<file path="src/core/iosc_pkg.sv">
// Purpose: shared constants and types of the interrupt option and sleep control block
// Assumes: APB3 slave, 32-bit data, register index times four gives the byte address
// Notes: register indices are kept as printed, byte addresses derive from them
package iosc_pkg;

    // Register indices and byte addresses
    localparam logic [11:0] IOSC_OPT_IDX = 12'h0C8;
    localparam logic [11:0] IOSC_POL_IDX = 12'h0DA;
    localparam logic [11:0] IOSC_STAT_IDX = 12'h0DB;
    localparam logic [11:0] IOSC_OPT_ADDR = 12'(IOSC_OPT_IDX * 4);
    localparam logic [11:0] IOSC_POL_ADDR = 12'(IOSC_POL_IDX * 4);
    localparam logic [11:0] IOSC_STAT_ADDR = 12'(IOSC_STAT_IDX * 4);

    // Option register fields
    localparam int unsigned IOSC_OPT_LES_BIT = 6;
    localparam int unsigned IOSC_OPT_ESB_BIT = 5;
    localparam int unsigned IOSC_OPT_GEN_BIT = 4;
    localparam logic [7:0] IOSC_OPT_USED = 8'h70;
    localparam logic [7:0] IOSC_OPT_RST = 8'h00;

    // Polarity register fields
    localparam int unsigned IOSC_POL_D_BIT = 3;
    localparam int unsigned IOSC_POL_A_BIT = 1;
    localparam int unsigned IOSC_POL_B_BIT = 0;
    localparam logic [7:0] IOSC_POL_USED = 8'h0B;
    localparam logic [7:0] IOSC_POL_RST = 8'h00;

    // Request line positions toward the core
    localparam int unsigned IOSC_SRC_NMI = 0;
    localparam int unsigned IOSC_SRC_1 = 1;
    localparam int unsigned IOSC_SRC_2 = 2;
    localparam int unsigned IOSC_SRC_3 = 3;
    localparam int unsigned IOSC_SRC_4 = 4;

    // Default oscillator settling count, reference clock cycles
    localparam int unsigned IOSC_STAB_CYCLES_DEF = 2048;

    // Sleep sequencer states
    typedef enum logic [3:0] {
        IOSC_RUN = 4'b0001,
        IOSC_WAIT = 4'b0010,
        IOSC_STOP = 4'b0100,
        IOSC_STAB = 4'b1000
    } iosc_sleep_t;

    // APB request from the master
    typedef struct packed {
        logic [11:0] paddr;
        logic psel;
        logic penable;
        logic pwrite;
        logic [31:0] pwdata;
    } iosc_apb_req_t;

    // APB answer to the master
    typedef struct packed {
        logic [31:0] prdata;
        logic pready;
        logic pslverr;
    } iosc_apb_rsp_t;

    // Peripheral event flags, same clock
    typedef struct packed {
        logic timer_overflow_flag;
        logic conversion_end;
        logic serial_byte_received;
        logic serial_byte_sent;
        logic reload_timer_overflow;
        logic reload_timer_compare_hit;
        logic reload_timer_input_edge;
    } iosc_evt_t;

    // Peripheral mask bits, same order as the events
    typedef struct packed {
        logic timer_irq_mask;
        logic converter_irq_mask;
        logic serial_rx_irq_mask;
        logic serial_tx_irq_mask;
        logic reload_overflow_irq_mask;
        logic reload_compare_irq_mask;
        logic reload_edge_irq_mask;
    } iosc_mask_t;

    // Core side strobes
    typedef struct packed {
        logic wait_exec;
        logic stop_exec;
        logic watchdog_active;
        logic [4:0] service_ack;
    } iosc_core_t;

endpackage

</file>
<file path="src/core/iosc_ctrl.sv">
// Purpose: interrupt routing, polarity, global enable and WAIT/STOP sequencing
// Assumes: one clock pclk; pins are asynchronous and pass three flip-flops
// Notes: option register is write-only and reads as zero
//
// Overview of operation
// Option register write-only, no bit access
// Option register clears to zero on reset
// Option bits 7 and 3..0 ignored
// Level select makes source 1 level sensitive
// Edge polarity select picks source 2 edge
// Global enable gates all maskable sources
// NMI serviced but no wake when disabled
// Four masked peripheral events feed source 4
// Three masked reload timer events feed source 3
// Polarity register readable, writable, cleared by reset
// Polarity bits 3, 1, 0 invert D, A, B
// Ports B and D edges feed source 2
// Port A edge or level feeds source 1
// WAIT halts core, clock keeps running
// WAIT exit resumes without settling delay
// Reset during WAIT ends it normally
// STOP only without watchdog, stops oscillator
// STOP exit waits for oscillator settling
// Pin reset during STOP ends it
// Edge latch set once, cleared on service
// Sleep skipped when enabled request pending
// STOP acts as WAIT under watchdog
// Waking interrupt serviced before resuming
// Settling delay is a cycle count parameter
// Option held internally, read returns zero
`timescale 1ns/1ns

module iosc_ctrl
    import iosc_pkg::*;
#(
    parameter int unsigned PORT_W = 8,
    parameter int unsigned STAB_CYCLES = IOSC_STAB_CYCLES_DEF
) (
    input wire logic pclk,
    input wire logic presetn,
    input wire iosc_apb_req_t apb_req,
    output iosc_apb_rsp_t apb_rsp,
    input wire logic [PORT_W-1:0] port_a_pin,
    input wire logic [PORT_W-1:0] port_b_pin,
    input wire logic [PORT_W-1:0] port_d_pin,
    input wire logic [PORT_W-1:0] port_a_irq_en,
    input wire logic [PORT_W-1:0] port_b_irq_en,
    input wire logic [PORT_W-1:0] port_d_irq_en,
    input wire logic nmi_pin_n,
    input wire iosc_evt_t periph_evt,
    input wire iosc_mask_t periph_mask,
    input wire iosc_core_t core_in,
    output logic [4:0] irq_req,
    output logic core_halt,
    output logic osc_stop,
    output logic sleep_skip,
    output logic wake_pulse
);

    localparam int unsigned PW = 3 * PORT_W + 1;
    localparam int unsigned CW = $clog2(STAB_CYCLES + 1);
    localparam logic [CW-1:0] STAB_LAST = CW'(STAB_CYCLES - 1);

    // Whole state of the block in one record
    typedef struct packed {
        logic [PW-1:0] sync1;
        logic [PW-1:0] sync2;
        logic [PW-1:0] sync3;
        logic [PW-1:0] filt;
        logic [PORT_W-1:0] act_a;
        logic [PORT_W-1:0] act_b;
        logic [PORT_W-1:0] act_d;
        logic nmi_prev;
        logic [2:0] fill;
        logic nmi_lat;
        logic lat1;
        logic lat2;
        logic [7:0] opt;
        logic [7:0] pol;
        iosc_sleep_t sleep;
        logic [CW-1:0] cnt;
        logic [4:0] irq;
        logic halt;
        logic ostop;
        logic skip;
        logic wake;
        logic [31:0] prdata;
        logic pready;
        logic pslverr;
    } iosc_state_t;

    iosc_state_t st_q; // Registered state
    iosc_state_t st_d; // Next state

    // Decoded controls and conditions
    logic gen; // Global enable
    logic level_edge_select; // Level select for source 1
    logic edge_polarity_select; // Edge polarity select
    logic inv_a; // Port A inversion
    logic inv_b; // Port B inversion
    logic inv_d; // Port D inversion
    logic [PORT_W-1:0] pa_f; // Filtered port A
    logic [PORT_W-1:0] pb_f; // Filtered port B
    logic [PORT_W-1:0] pd_f; // Filtered port D
    logic nmi_f; // Filtered NMI pin
    logic [PORT_W-1:0] act_a_n; // Port A active level
    logic [PORT_W-1:0] act_b_n; // Port B active level
    logic [PORT_W-1:0] act_d_n; // Port D active level
    logic edge_a; // Port A active edge
    logic edge_2; // Port B or D active edge
    logic nmi_edge; // NMI falling edge
    logic armed; // Sync pipe and edge history hold real pin values
    logic src1; // Source 1 raw request
    logic src2; // Source 2 raw request
    logic src3; // Source 3 raw request
    logic src4; // Source 4 raw request
    logic [4:0] req; // Requests offered to the core
    logic wake_any; // Wake condition in WAIT
    logic wake_ext; // Wake condition in STOP
    logic acc; // APB access phase
    logic wr_fire; // APB write completes
    logic rd_fire; // APB read answer loads
    logic hit_opt; // Option address
    logic hit_pol; // Polarity address
    logic hit_stat; // Status address

    // Field decode of the held option register
    assign gen = st_q.opt[IOSC_OPT_GEN_BIT];
    assign level_edge_select = st_q.opt[IOSC_OPT_LES_BIT];
    assign edge_polarity_select = st_q.opt[IOSC_OPT_ESB_BIT];

    // polarity inverts ports
    assign inv_a = st_q.pol[IOSC_POL_A_BIT];
    // rising when exactly one set
    assign inv_b = st_q.pol[IOSC_POL_B_BIT] ^ edge_polarity_select;
    assign inv_d = st_q.pol[IOSC_POL_D_BIT] ^ edge_polarity_select;

    // Filtered pin split
    assign pa_f = st_q.filt[PORT_W-1:0];
    assign pb_f = st_q.filt[2*PORT_W-1:PORT_W];
    assign pd_f = st_q.filt[3*PORT_W-1:2*PORT_W];
    assign nmi_f = st_q.filt[PW-1];

    // active low unless inverted
    assign act_a_n = (pa_f ^ {PORT_W{~inv_a}}) & port_a_irq_en;
    // source 2 polarity from select
    assign act_b_n = (pb_f ^ {PORT_W{~inv_b}}) & port_b_irq_en;
    assign act_d_n = (pd_f ^ {PORT_W{~inv_d}}) & port_d_irq_en;

    // Edges are ignored until the filter and history are filled, so reset
    // values never look like a pin edge
    assign armed = st_q.fill == 3'h5;
    // Edges from the gated active levels; a polarity change may look like an edge
    assign edge_a = armed & (|(act_a_n & ~st_q.act_a));
    assign edge_2 = armed & (|(act_b_n & ~st_q.act_b) | |(act_d_n & ~st_q.act_d));
    assign nmi_edge = armed & nmi_f & ~st_q.nmi_prev;

    // level or latched edge
    assign src1 = level_edge_select ? |act_a_n : st_q.lat1;
    // ports B and D on source 2
    assign src2 = st_q.lat2;
    // reload timer events on source 3
    assign src3 = (periph_evt.reload_timer_overflow & periph_mask.reload_overflow_irq_mask)
        | (periph_evt.reload_timer_compare_hit & periph_mask.reload_compare_irq_mask)
        | (periph_evt.reload_timer_input_edge & periph_mask.reload_edge_irq_mask);
    // peripheral events on source 4
    assign src4 = (periph_evt.timer_overflow_flag & periph_mask.timer_irq_mask)
        | (periph_evt.conversion_end & periph_mask.converter_irq_mask)
        | (periph_evt.serial_byte_received & periph_mask.serial_rx_irq_mask)
        | (periph_evt.serial_byte_sent & periph_mask.serial_tx_irq_mask);

    // global enable gates maskables
    assign req = {gen & src4, gen & src3, gen & src2, gen & src1, st_q.nmi_lat};

    // no wake without global enable
    assign wake_any = gen & (|req);
    // only external sources wake STOP
    assign wake_ext = gen & (st_q.nmi_lat | src1 | src2);

    // APB decode; the answer comes one cycle into the access phase
    assign acc = apb_req.psel & apb_req.penable;
    assign wr_fire = acc & st_q.pready & apb_req.pwrite;
    assign rd_fire = acc & ~st_q.pready & ~apb_req.pwrite;
    assign hit_opt = apb_req.paddr == IOSC_OPT_ADDR;
    assign hit_pol = apb_req.paddr == IOSC_POL_ADDR;
    assign hit_stat = apb_req.paddr == IOSC_STAT_ADDR;

    // Next-state logic for the whole block
    always_comb begin
        st_d = st_q;

        // Three-stage pin synchronisers; a change counts once stages two and three agree
        st_d.sync1 = {~nmi_pin_n, port_d_pin, port_b_pin, port_a_pin};
        st_d.sync2 = st_q.sync1;
        st_d.sync3 = st_q.sync2;
        for (int i = 0; i < PW; i++) begin
            if (st_q.sync2[i] == st_q.sync3[i]) begin
                st_d.filt[i] = st_q.sync3[i];
            end
        end
        // NMI kept active high inside; falling pin edge is a rising filt edge
        st_d.nmi_prev = nmi_f;
        // Count edges after reset until the pin history is trustworthy
        if (st_q.fill != 3'h5) begin
            st_d.fill = st_q.fill + 3'h1;
        end

        // Previous active levels for edge detection
        st_d.act_a = act_a_n;
        st_d.act_b = act_b_n;
        st_d.act_d = act_d_n;

        // NMI latch, set wins over ack
        if (nmi_edge) begin
            st_d.nmi_lat = 1'b1;
        end else if (core_in.service_ack[IOSC_SRC_NMI]) begin
            st_d.nmi_lat = 1'b0;
        end
        // source 1 edge latch
        if (edge_a & ~level_edge_select) begin
            st_d.lat1 = 1'b1;
        end else if (core_in.service_ack[IOSC_SRC_1] | level_edge_select) begin
            // Level mode stores nothing
            st_d.lat1 = 1'b0;
        end
        // source 2 edge latch
        if (edge_2) begin
            st_d.lat2 = 1'b1;
        end else if (core_in.service_ack[IOSC_SRC_2]) begin
            st_d.lat2 = 1'b0;
        end

        // Request lines to the core, registered
        st_d.irq = req;

        // Default pulses
        st_d.skip = 1'b0;
        st_d.wake = 1'b0;

        // Sleep sequencer
        case (st_q.sleep)
            IOSC_RUN: begin
                if (core_in.wait_exec | core_in.stop_exec) begin
                    if (wake_any) begin
                        // pending request skips sleep
                        st_d.skip = 1'b1;
                    end else if (core_in.stop_exec & ~core_in.watchdog_active) begin
                        // STOP halts the oscillator
                        st_d.sleep = IOSC_STOP;
                    end else begin
                        // STOP becomes WAIT
                        // WAIT halts core only
                        st_d.sleep = IOSC_WAIT;
                    end
                end
            end
            IOSC_WAIT: begin
                if (wake_any) begin
                    // resume with no delay
                    // core services waking request
                    st_d.sleep = IOSC_RUN;
                    st_d.wake = 1'b1;
                end
            end
            IOSC_STOP: begin
                if (wake_ext) begin
                    // settle before first instruction
                    st_d.sleep = IOSC_STAB;
                    st_d.cnt = '0;
                end
            end
            IOSC_STAB: begin
                // settling count from parameter
                if (st_q.cnt == STAB_LAST) begin
                    st_d.sleep = IOSC_RUN;
                    st_d.wake = 1'b1;
                end else begin
                    st_d.cnt = st_q.cnt + CW'(1);
                end
            end
            default: begin
                // Illegal code falls back to running
                st_d.sleep = IOSC_RUN;
            end
        endcase

        // Halt and oscillator controls follow the next state
        st_d.halt = st_d.sleep != IOSC_RUN;
        st_d.ostop = st_d.sleep == IOSC_STOP;

        // APB ready pulse for one cycle of the access phase
        st_d.pready = acc & ~st_q.pready;
        if (acc & ~st_q.pready) begin
            st_d.pslverr = ~(hit_opt | hit_pol | hit_stat);
        end else begin
            st_d.pslverr = 1'b0;
        end

        // Read data; option reads zero
        if (rd_fire) begin
            // option read returns zero
            if (hit_pol) begin
                // polarity read back
                st_d.prdata = {24'h000000, st_q.pol};
            end else if (hit_stat) begin
                st_d.prdata = {19'h00000, st_q.irq, st_q.sleep, st_q.lat2, st_q.lat1,
                    st_q.nmi_lat, st_q.halt};
            end else begin
                st_d.prdata = 32'h00000000;
            end
        end

        // Writes take effect at the completing edge
        if (wr_fire & hit_opt) begin
            // whole word write only
            // unused bits dropped
            st_d.opt = apb_req.pwdata[7:0] & IOSC_OPT_USED;
        end
        if (wr_fire & hit_pol) begin
            // only bits 3, 1, 0 kept
            st_d.pol = apb_req.pwdata[7:0] & IOSC_POL_USED;
        end
    end

    // State register; reset also ends any sleep
    always_ff @(posedge pclk or negedge presetn) begin
        if (!presetn) begin
            st_q <= '0;
            // option clears on reset
            st_q.opt <= IOSC_OPT_RST;
            // polarity clears on reset
            st_q.pol <= IOSC_POL_RST;
            // reset leaves WAIT
            // reset leaves STOP
            st_q.sleep <= IOSC_RUN;
        end else begin
            st_q <= st_d;
        end
    end

    // Outputs straight from the state register
    assign apb_rsp.prdata = st_q.prdata;
    assign apb_rsp.pready = st_q.pready;
    assign apb_rsp.pslverr = st_q.pslverr;
    assign irq_req = st_q.irq;
    assign core_halt = st_q.halt;
    assign osc_stop = st_q.ostop;
    assign sleep_skip = st_q.skip;
    assign wake_pulse = st_q.wake;

endmodule

</file>
<file path="config.mk">
export PLATFORM = sky130hd
export DESIGN_NAME = iosc_ctrl
export DESIGN_NICKNAME = d
export VERILOG_FILES = /design/src/core/iosc_pkg.sv /design/src/core/iosc_ctrl.sv
export SDC_FILE = /design/constraint.sdc
export NUM_CORES = 1
export LEC_CHECK = 0
export BUFFER_PORTS_ARGS = -buffer_cell sky130_fd_sc_hd__buf_2
export CAP_MARGIN = 20
export CORE_MARGIN = 1.5
export CORE_UTILIZATION = 56
export CTS_BUF_LIST = sky130_fd_sc_hd__clkbuf_16
export DETAILED_ROUTE_END_ITERATION = 8
export PLACE_DENSITY = 0.83
export SLEW_MARGIN = 20
export SYNTH_ARGS = -nofsm -noshare
export SYNTH_HDL_FRONTEND = slang
export SYNTH_SLANG_ARGS = --single-unit
</file>
<file path="constraint.sdc">
create_clock -name pclk -period 4.4 [get_ports pclk]
set_clock_uncertainty 0.1 [all_clocks]
set_input_delay 0.66 -clock pclk [delete_from_list [all_inputs] [get_ports pclk]]
set_output_delay 0.66 -clock pclk [all_outputs]
set_load 0.005 [all_outputs]
</file>
==> results of run 1 <==
## state kept, by name (all words and copies together) (netlist names)
| register | flops |
|---|---|
| st_q | 72 |
| st_d | 50 |
| apb_rsp | 15 |
| pa_f | 8 |
| pb_f | 8 |
| pd_f | 8 |
| irq_req | 5 |
| core_halt | 1 |
| edge_polarity_select | 1 |
| gen | 1 |
| inv_a | 1 |
| level_edge_select | 1 |
| nmi_f | 1 |
| osc_stop | 1 |
| req | 1 |
| sleep_skip | 1 |
| src2 | 1 |
| wake_pulse | 1 |
## routing by layer
layer	vias up	wire, um	GRT usage
li1	1860	-	-
met2	117	6290	0.354
met4	2	240	0.0945
met1	1980	5050	0.267
met5	-	12	0
met3	19	577	0.0501
## final cells by class
cell class | instances | area (sq um)
inverters | 31 | 116
well taps | 143 | 179
clock inverters | 14 | 174
fillers | 836 | 3740
flip-flops and latches | 177 | 4430
repair buffers | 116 | 604
multi-input cells | 265 | 1840
clock buffers | 17 | 425
## logic make-up (layout without fill, tap and decap cells)
logic type / Yosys count / after routing / share of synthesized area
AO/OA/AOI/OAI: 56 / 56 / 0.0632
buffers and inverters: 78 / 178 / 0.0670
other: 1 / 19 / 0.000564
adder cells (fa/ha/maj): 28 / 28 / 0.0433
multiplexers: 9 / 9 / 0.0147
flip-flops: 177 / 177 / 0.666
XOR/XNOR: 38 / 38 / 0.0540
AND/OR/NAND/NOR: 115 / 115 / 0.0914
## critical path, delay by kind of cell, from the launching register on
| kind | cells | cell delay [ns] |
|---|---|---|
| compound gates | 3 | 0.99 |
| buf+inv | 1 | 0.16 |
| flops | 1 | 0.77 |
| mux | 1 | 0.19 |
| simple gates | 1 | 0.24 |
## where the power goes
part           internal (uW)  switching [uW]
registers               1730            72.8
logic                    129             136
clock network            935             577
total                   2800             786
## worst paths after layout
kind	slack [ns]	endpoint	cells after the start
worst min-delay path	0.22	st_d[164]	1
worst max-delay path	1.89	st_q[43]	6
min in group pclk	0.24	st_d[164]	1
worst min register to register	0.25	st_d[152]	0
max in group asynchronous	3.08	st_q[134]	2
worst max register to register	1.89	st_q[43]	6
## per-stage QoR
stage	instances	hold slack [ns]	util	total power, uW
2_1_floorplan	520	0.231	-	1980
3_3_place_gp	732	0.232	0.623	2080
3_5_place_dp	732	0.235	0.623	2100
4_1_cts	763	0.225	0.675	3620
5_1_grt	763	0.223	0.675	3730
6_report	763	0.222	0.675	3580
## cells in the mapped netlist (5+ instances only)
master / n
nand4_1: 5
dfrtp_1: 176
a22o_1: 10
nor2_1: 25
xor2_1: 17
inv_1: 31
xnor2_1: 19
and2_1: 11
a21oi_1: 6
nand2_1: 27
o21ai_0: 5
nand3_1: 7
mux2_2: 5
nand3b_1: 10
o22ai_1: 11
maj3_1: 25
buf_4: 39
==> results.md, run 1 <==
- Vias in the first global route: 4200
- Synth top area share: 0.662
- Resize count post-CTS: 0
- Core area: 0.0115 sq mm
- Antenna-violating nets left: 0
- Die Span X: ~110 um
- Initial antenna violation count: 1
- Worst Path Required: 4.65 ns
- Violated checks: design-rule violations
- Syn. warnings: 0
- DRC Markers: 10
- Reg2reg start: inv_a
- Number of nets in the layout: 731
- Post-CTS Hold Buffers: 0
- Final Wtd Congestion: 0.789
- Pre-CTS setup slack: around 1.8 ns
- Die ar.: 0.0125 sq mm
- Crit path kind: reg2reg
- Gr usage total: 0.212
- Final max-slew violation count: 0
- CTS Buf Count: 17
- Post-synth EDFFs: 0
- Final setup viols: 0
- Clk_lat worst skew: 0.42 ns
- Drt pass-1 iters: 7
- TritonCTS clock tree: yes
- Drt first-iter violations: 236
- Crit share post-route: 0.571
- Area after DPL: 0.00717 sq mm
- Crit start category: flip-flop
- Min Tclk post-route: 2.51 ns
- CP Capture Type: flip-flop
- Synthesized instance count: 502
- Setup TNS: 0 ns
- Clock sink total: ~180
- Core Rows: 39
- Final setup margin: 1.89 ns
- Max Cap Violations: 0
- Worst path cell trace: inv_1, a221oi_1, o2111ai_1, a211o_1, nor2_1, mux2_2
- Die Span Y: roughly 110 um
- Final Hold Fails: 0
- Num ports: 163
- Syn Area/Cell: 13.3 sq um
- Maximum vdd drop: 0.000256 V
- Synth area leaders: dfrtp_1 66%, buf_4 4.4%, maj3_1 3.8%
- Arr. time, crit path: 2.77 ns
- Final instance area: 0.00777 sq mm
- Routed length per instance: 16.0 um
- Reg clk slew, reported paths: 0.06 ns
- Commonest register cell after synthesis: dfrtp_1
- Static Leak: 0.00373 uW
- Leading cell type in the layout, fill and taps excluded: dfrtp_1
- Pwr per Cell Area: 461 mW/mm^2
- FF+latch count, synth: about 180
- DPL Wire Length: 8650 um
- Largest net degree at the start of global routing: 117
- First-pass GRT wire length: 20400 um
- Routed WL: 12200 um
- CP max stage cell: dfrtp_1
- CP peak stage delay: between 0.7 and 0.8 ns
- Worst-path fanout max: 14
- Avg Vias per Cell: 5.21
- # diodes: 0
- Netlist cell types: 54
- Worst min-delay path category: in2async
- Layout cells sized above 1: 0.248
- Fmax: 398 MHz
- Starting Density: 0.578
- Actual slew at the worst max-slew pin: 0.908 ns
- CP startpoint: inv_a
- Port bufs: 115
- Root Buffer: clkbuf_16
- Mapped Area: 0.00665 sq mm
- Yosys top cell by area: dfrtp_1
- Post-synth ARST share: 1.00
- Relative slew slack: 0.394
- Post-synthesis sequential area ratio: 0.666
- RSZ-0062 raised after global routing: no
- Post-CTS Setup Inserts: 0
- Area Growth Syn to Fin: 16.9%
- Htree depth: 4
- Grt total ovfl: 0
- Most frequent cells in the layout: 176 x dfrtp_1, 114 x buf_2, 33 x inv_1
- CTS max path bufs: 2
- Outcome: finished, violations left
- Via count: 3978
Power figures use the tool's default switching activity.
==> inputs of run 2 (changes only) <==
- ABC_AREA: not set -> 1
- CORE_UTILIZATION: 56 -> 48
- PLACE_DENSITY: 0.83 -> 0.75
- clock period: 4.4 -> 2.05 ns (I/O delays scaled with it)
==> run 2 against run 1 <==
Against the previous run:
- the run now ends clean
- cell count up 30%
- sequential cell count unchanged
- design area up 9.9%
- sequential share of layout area down 5.1 points
- via count up 20%
- critical path depth up 5
- global-route usage down 3.6 points
- synthesized cell count up 30%
- critical endpoint is now core_halt
==> results.md, run 2 <==
- Final setup viols: 0 (unchanged)
- Combinational Power Share: 0.116 (+0.042)
- Worst Path Required: 2.30 ns (-2.35 ns)
- Grt total ovfl: 0 (unchanged)
- Commonest register cell after synthesis: dfrtp_1
- Max reg flops: 72 (unchanged)
- Min Tclk post-route: 1.89 ns (-0.627 ns)
- Netlist cell types: 47 (-13%)
- Total design power: 7900 uW (+120%)
- Htree depth: 4 (unchanged)
- Worst-path fanout max: 10 (-4)
- Dpl cells: 933 (+27%)
- Final Wtd Congestion: 0.826 (+4.7%)
- Max Cap Violations: 0 (unchanged)
- Psw: 2140 uW (+170%)
- Final max-slew violation count: 0 (unchanged)
- Drt first-iter violations: 206 (-13%)
- Routed WL: 12800 um (+5.3%)
- Static Leak: 0.00431 uW (+16%)
- Top cells by count, synth: 176 x dfrtp_1, 133 x nand2_1, 75 x inv_1, 39 x buf_4, 30 x nor2_1
- Core area: 0.0144 sq mm (+25%)
- Setup TNS: 0 ns (unchanged)
- CTS max path bufs: 2 (unchanged)
- Syn. warnings: 0 (unchanged)
- Mapped Area: 0.00705 sq mm (+5.9%)
- Worst min-delay path category: in2reg
- Final Hold Fails: 0 (unchanged)
- Final non-filler cell total: 995 (+30%)
- Gr usage total: 0.175 (-0.0365)
- Synth area leaders: dfrtp_1 63%, nand2_1 7.1%, buf_4 4.2%
- Drt pass-1 iters: 4 (-3)
- First-pass GRT wire length: 20500 um (+0.30%)
- Syn Area/Cell: 10.8 sq um (-18%)
- Fmax: 530 MHz (+33%)
- Pre-CTS setup slack: 0.141 ns (-1.66 ns)
- Crit path kind: reg2reg
- Internal power: 5760 uW (+110%)
- FF+latch count, synth: 177 (unchanged)
- Port bufs: 115 (unchanged)
- Most frequent cells in the layout: 175 x dfrtp_1, 133 x nand2_1, 114 x buf_2
- Yosys top cell by area: dfrtp_1
- Area Growth Syn to Fin: 21.2%
- Post-synth EDFFs: 0 (unchanged)
- Die ar.: 0.0154 sq mm (+23%)
- Clock power frac: 0.380 (-0.042)
- Sw frac: 0.271 (+0.0512)
- Avg Vias per Cell: 4.78 (-8.4%)
- Top-count cell post-synth: dfrtp_1
- Num ports: 163 (unchanged)
- Root Buffer: clkbuf_16
- Number of nets in the layout: 921 (+26%)
- Clock sink total: 177 (unchanged)
- Layout cells sized above 1: 0.258 (+0.00932)
- Final setup margin: 0.163 ns (-1.72 ns)
- Die Span Y: 124 um (+11%)
- Most flop-heavy register: st_q
- Outcome: complete, no violations
- Crit share post-route: 0.921 (+0.349)
- Actual slew at the worst max-slew pin: 0.558 ns (-0.351 ns)
- DPL Wire Length: 8990 um (+3.9%)
- Starting Density: 0.489 (-0.0891)
- CTS Buf Count: 17 (unchanged)
- RSZ-0062 raised after global routing: no
- Leading cell type in the layout, fill and taps excluded: dfrtp_1
- Core Rows: 44 (+13%)
- Initial antenna violation count: 0 (-1)
- Synthesized instance count: 652 (+30%)
- Antenna-violating nets left: 0 (unchanged)
- DRC Markers: 0 (-10)
- Maximum vdd drop: 0.000575 V (+120%)
- Area after DPL: 0.00769 sq mm (+7.2%)
- CP Capture Type: flip-flop
- Crit start category: flip-flop
- Synth top area share: 0.625 (-0.0370)
- Largest net degree at the start of global routing: 44 (-62%)
- Clk_lat worst skew: 0.43 ns (about the same)
- Die Span X: 124 um (+11%)
- Reg clk slew, reported paths: 0.07 ns (about the same)
- Post-synth ARST share: 1.00 (unchanged)
- Pwr per Cell Area: 925 mW/mm^2 (+100%)
- Via count: 4754 (+20%)
- TritonCTS clock tree: yes
- Post-synthesis sequential area ratio: 0.629 (-0.0372)
- Vias in the first global route: 4366 (+4.0%)
- Routed length per instance: 12.9 um (-19%)
- Final instance area: 0.00854 sq mm (+9.9%)
- # diodes: 0 (unchanged)
- Arr. time, crit path: 2.14 ns (-0.63 ns)
- Seq pwr share: 0.504 (about the same)
- Relative slew slack: 0.625 (+0.231)
[run 2: path summary, 6_finish.rpt]
kind	startpoint	to	slack (ns)	cells after the start
max in group asynchronous	presetn	st_q[142]	0.99	3
worst max register to register	inv_a	core_halt	0.16	11
worst min register to register	st_d[177]	st_d[152]	0.25	0
worst max-delay path	inv_a	core_halt	0.16	11
worst min-delay path	apb_req[4]	gen	0.02	2
min in group asynchronous	presetn	pd_f[3]	0.28	2
[run 2: layout make-up]
| class | instances | area [sq um] |
|---|---|---|
| fillers | 1201 | 5880 |
| flip-flops and latches | 177 | 4430 |
| multi-input cells | 370 | 2050 |
| repair buffers | 151 | 972 |
| clock buffers | 17 | 425 |
| inverters | 81 | 312 |
| well taps | 184 | 230 |
| clock inverters | 15 | 125 |
[run 2: through the flow]
step                       util  hold WS, ns
final                     0.592       0.0207
after global routing      0.592      0.00885
after CTS                 0.591      0.00297
after detailed placement  0.533        0.176
after global placement    0.533        0.167
after floorplan               -      -0.0881
[run 2: cell families after synthesis]
| kind of cell | count (synthesis) | share of synthesized area |
|---|---|---|
| multiplexers | 3 | 0.00479 |
| AND/OR/NAND/NOR | 265 | 0.183 |
| adder cells (fa/ha/maj) | 28 | 0.0408 |
| buffers and inverters | 124 | 0.0923 |
| XOR/XNOR | 7 | 0.00870 |
| AO/OA/AOI/OAI | 47 | 0.0412 |
| flip-flops | 177 | 0.629 |
| other | 1 | 0.000532 |
[run 2: worst max-delay path, cell delays in order, from the launching register on]
cell and delay (ns):
dfrtp_2 0.49, clkinv_4 0.12, nand2_1 0.07, nand3_2 0.10, nand3_1 0.08, nor2_1 0.12
nand2_2 0.08, nand2_4 0.10, nand2_1 0.08, a21oi_1 0.21, inv_1 0.11, nor2_1 0.13
[run 2: power by group through the flow]
stage                     sequential (uW)  clock (uW)  combinational (uW)
after global routing                 4020        3220                1050
after floorplan                      4000           0                 583
after global placement               4030           0                 836
after CTS                            3980        3070                 911
after detailed placement             4040           0                 862
final                                3980        3000                 916
[run 2: routing by layer]
layer  up-vias  wire, um  GRT usage  share of wire
li1       2335         -          -              -
met1      2286      5590      0.225           0.44
met2       118      6350      0.287           0.50
met3        15       692     0.0403          0.054
met4         0       186     0.0732          0.015
met5         -         0          0              0
[run 2: timing repair]
action / 4_1_cts / 5_1_grt
setup endpoints to repair: 0 / 14
gates resized for setup: 0 / 3
hold endpoints to repair: 65 / 0
hold buffers: 28 / 0
setup buffers: 0 / 1
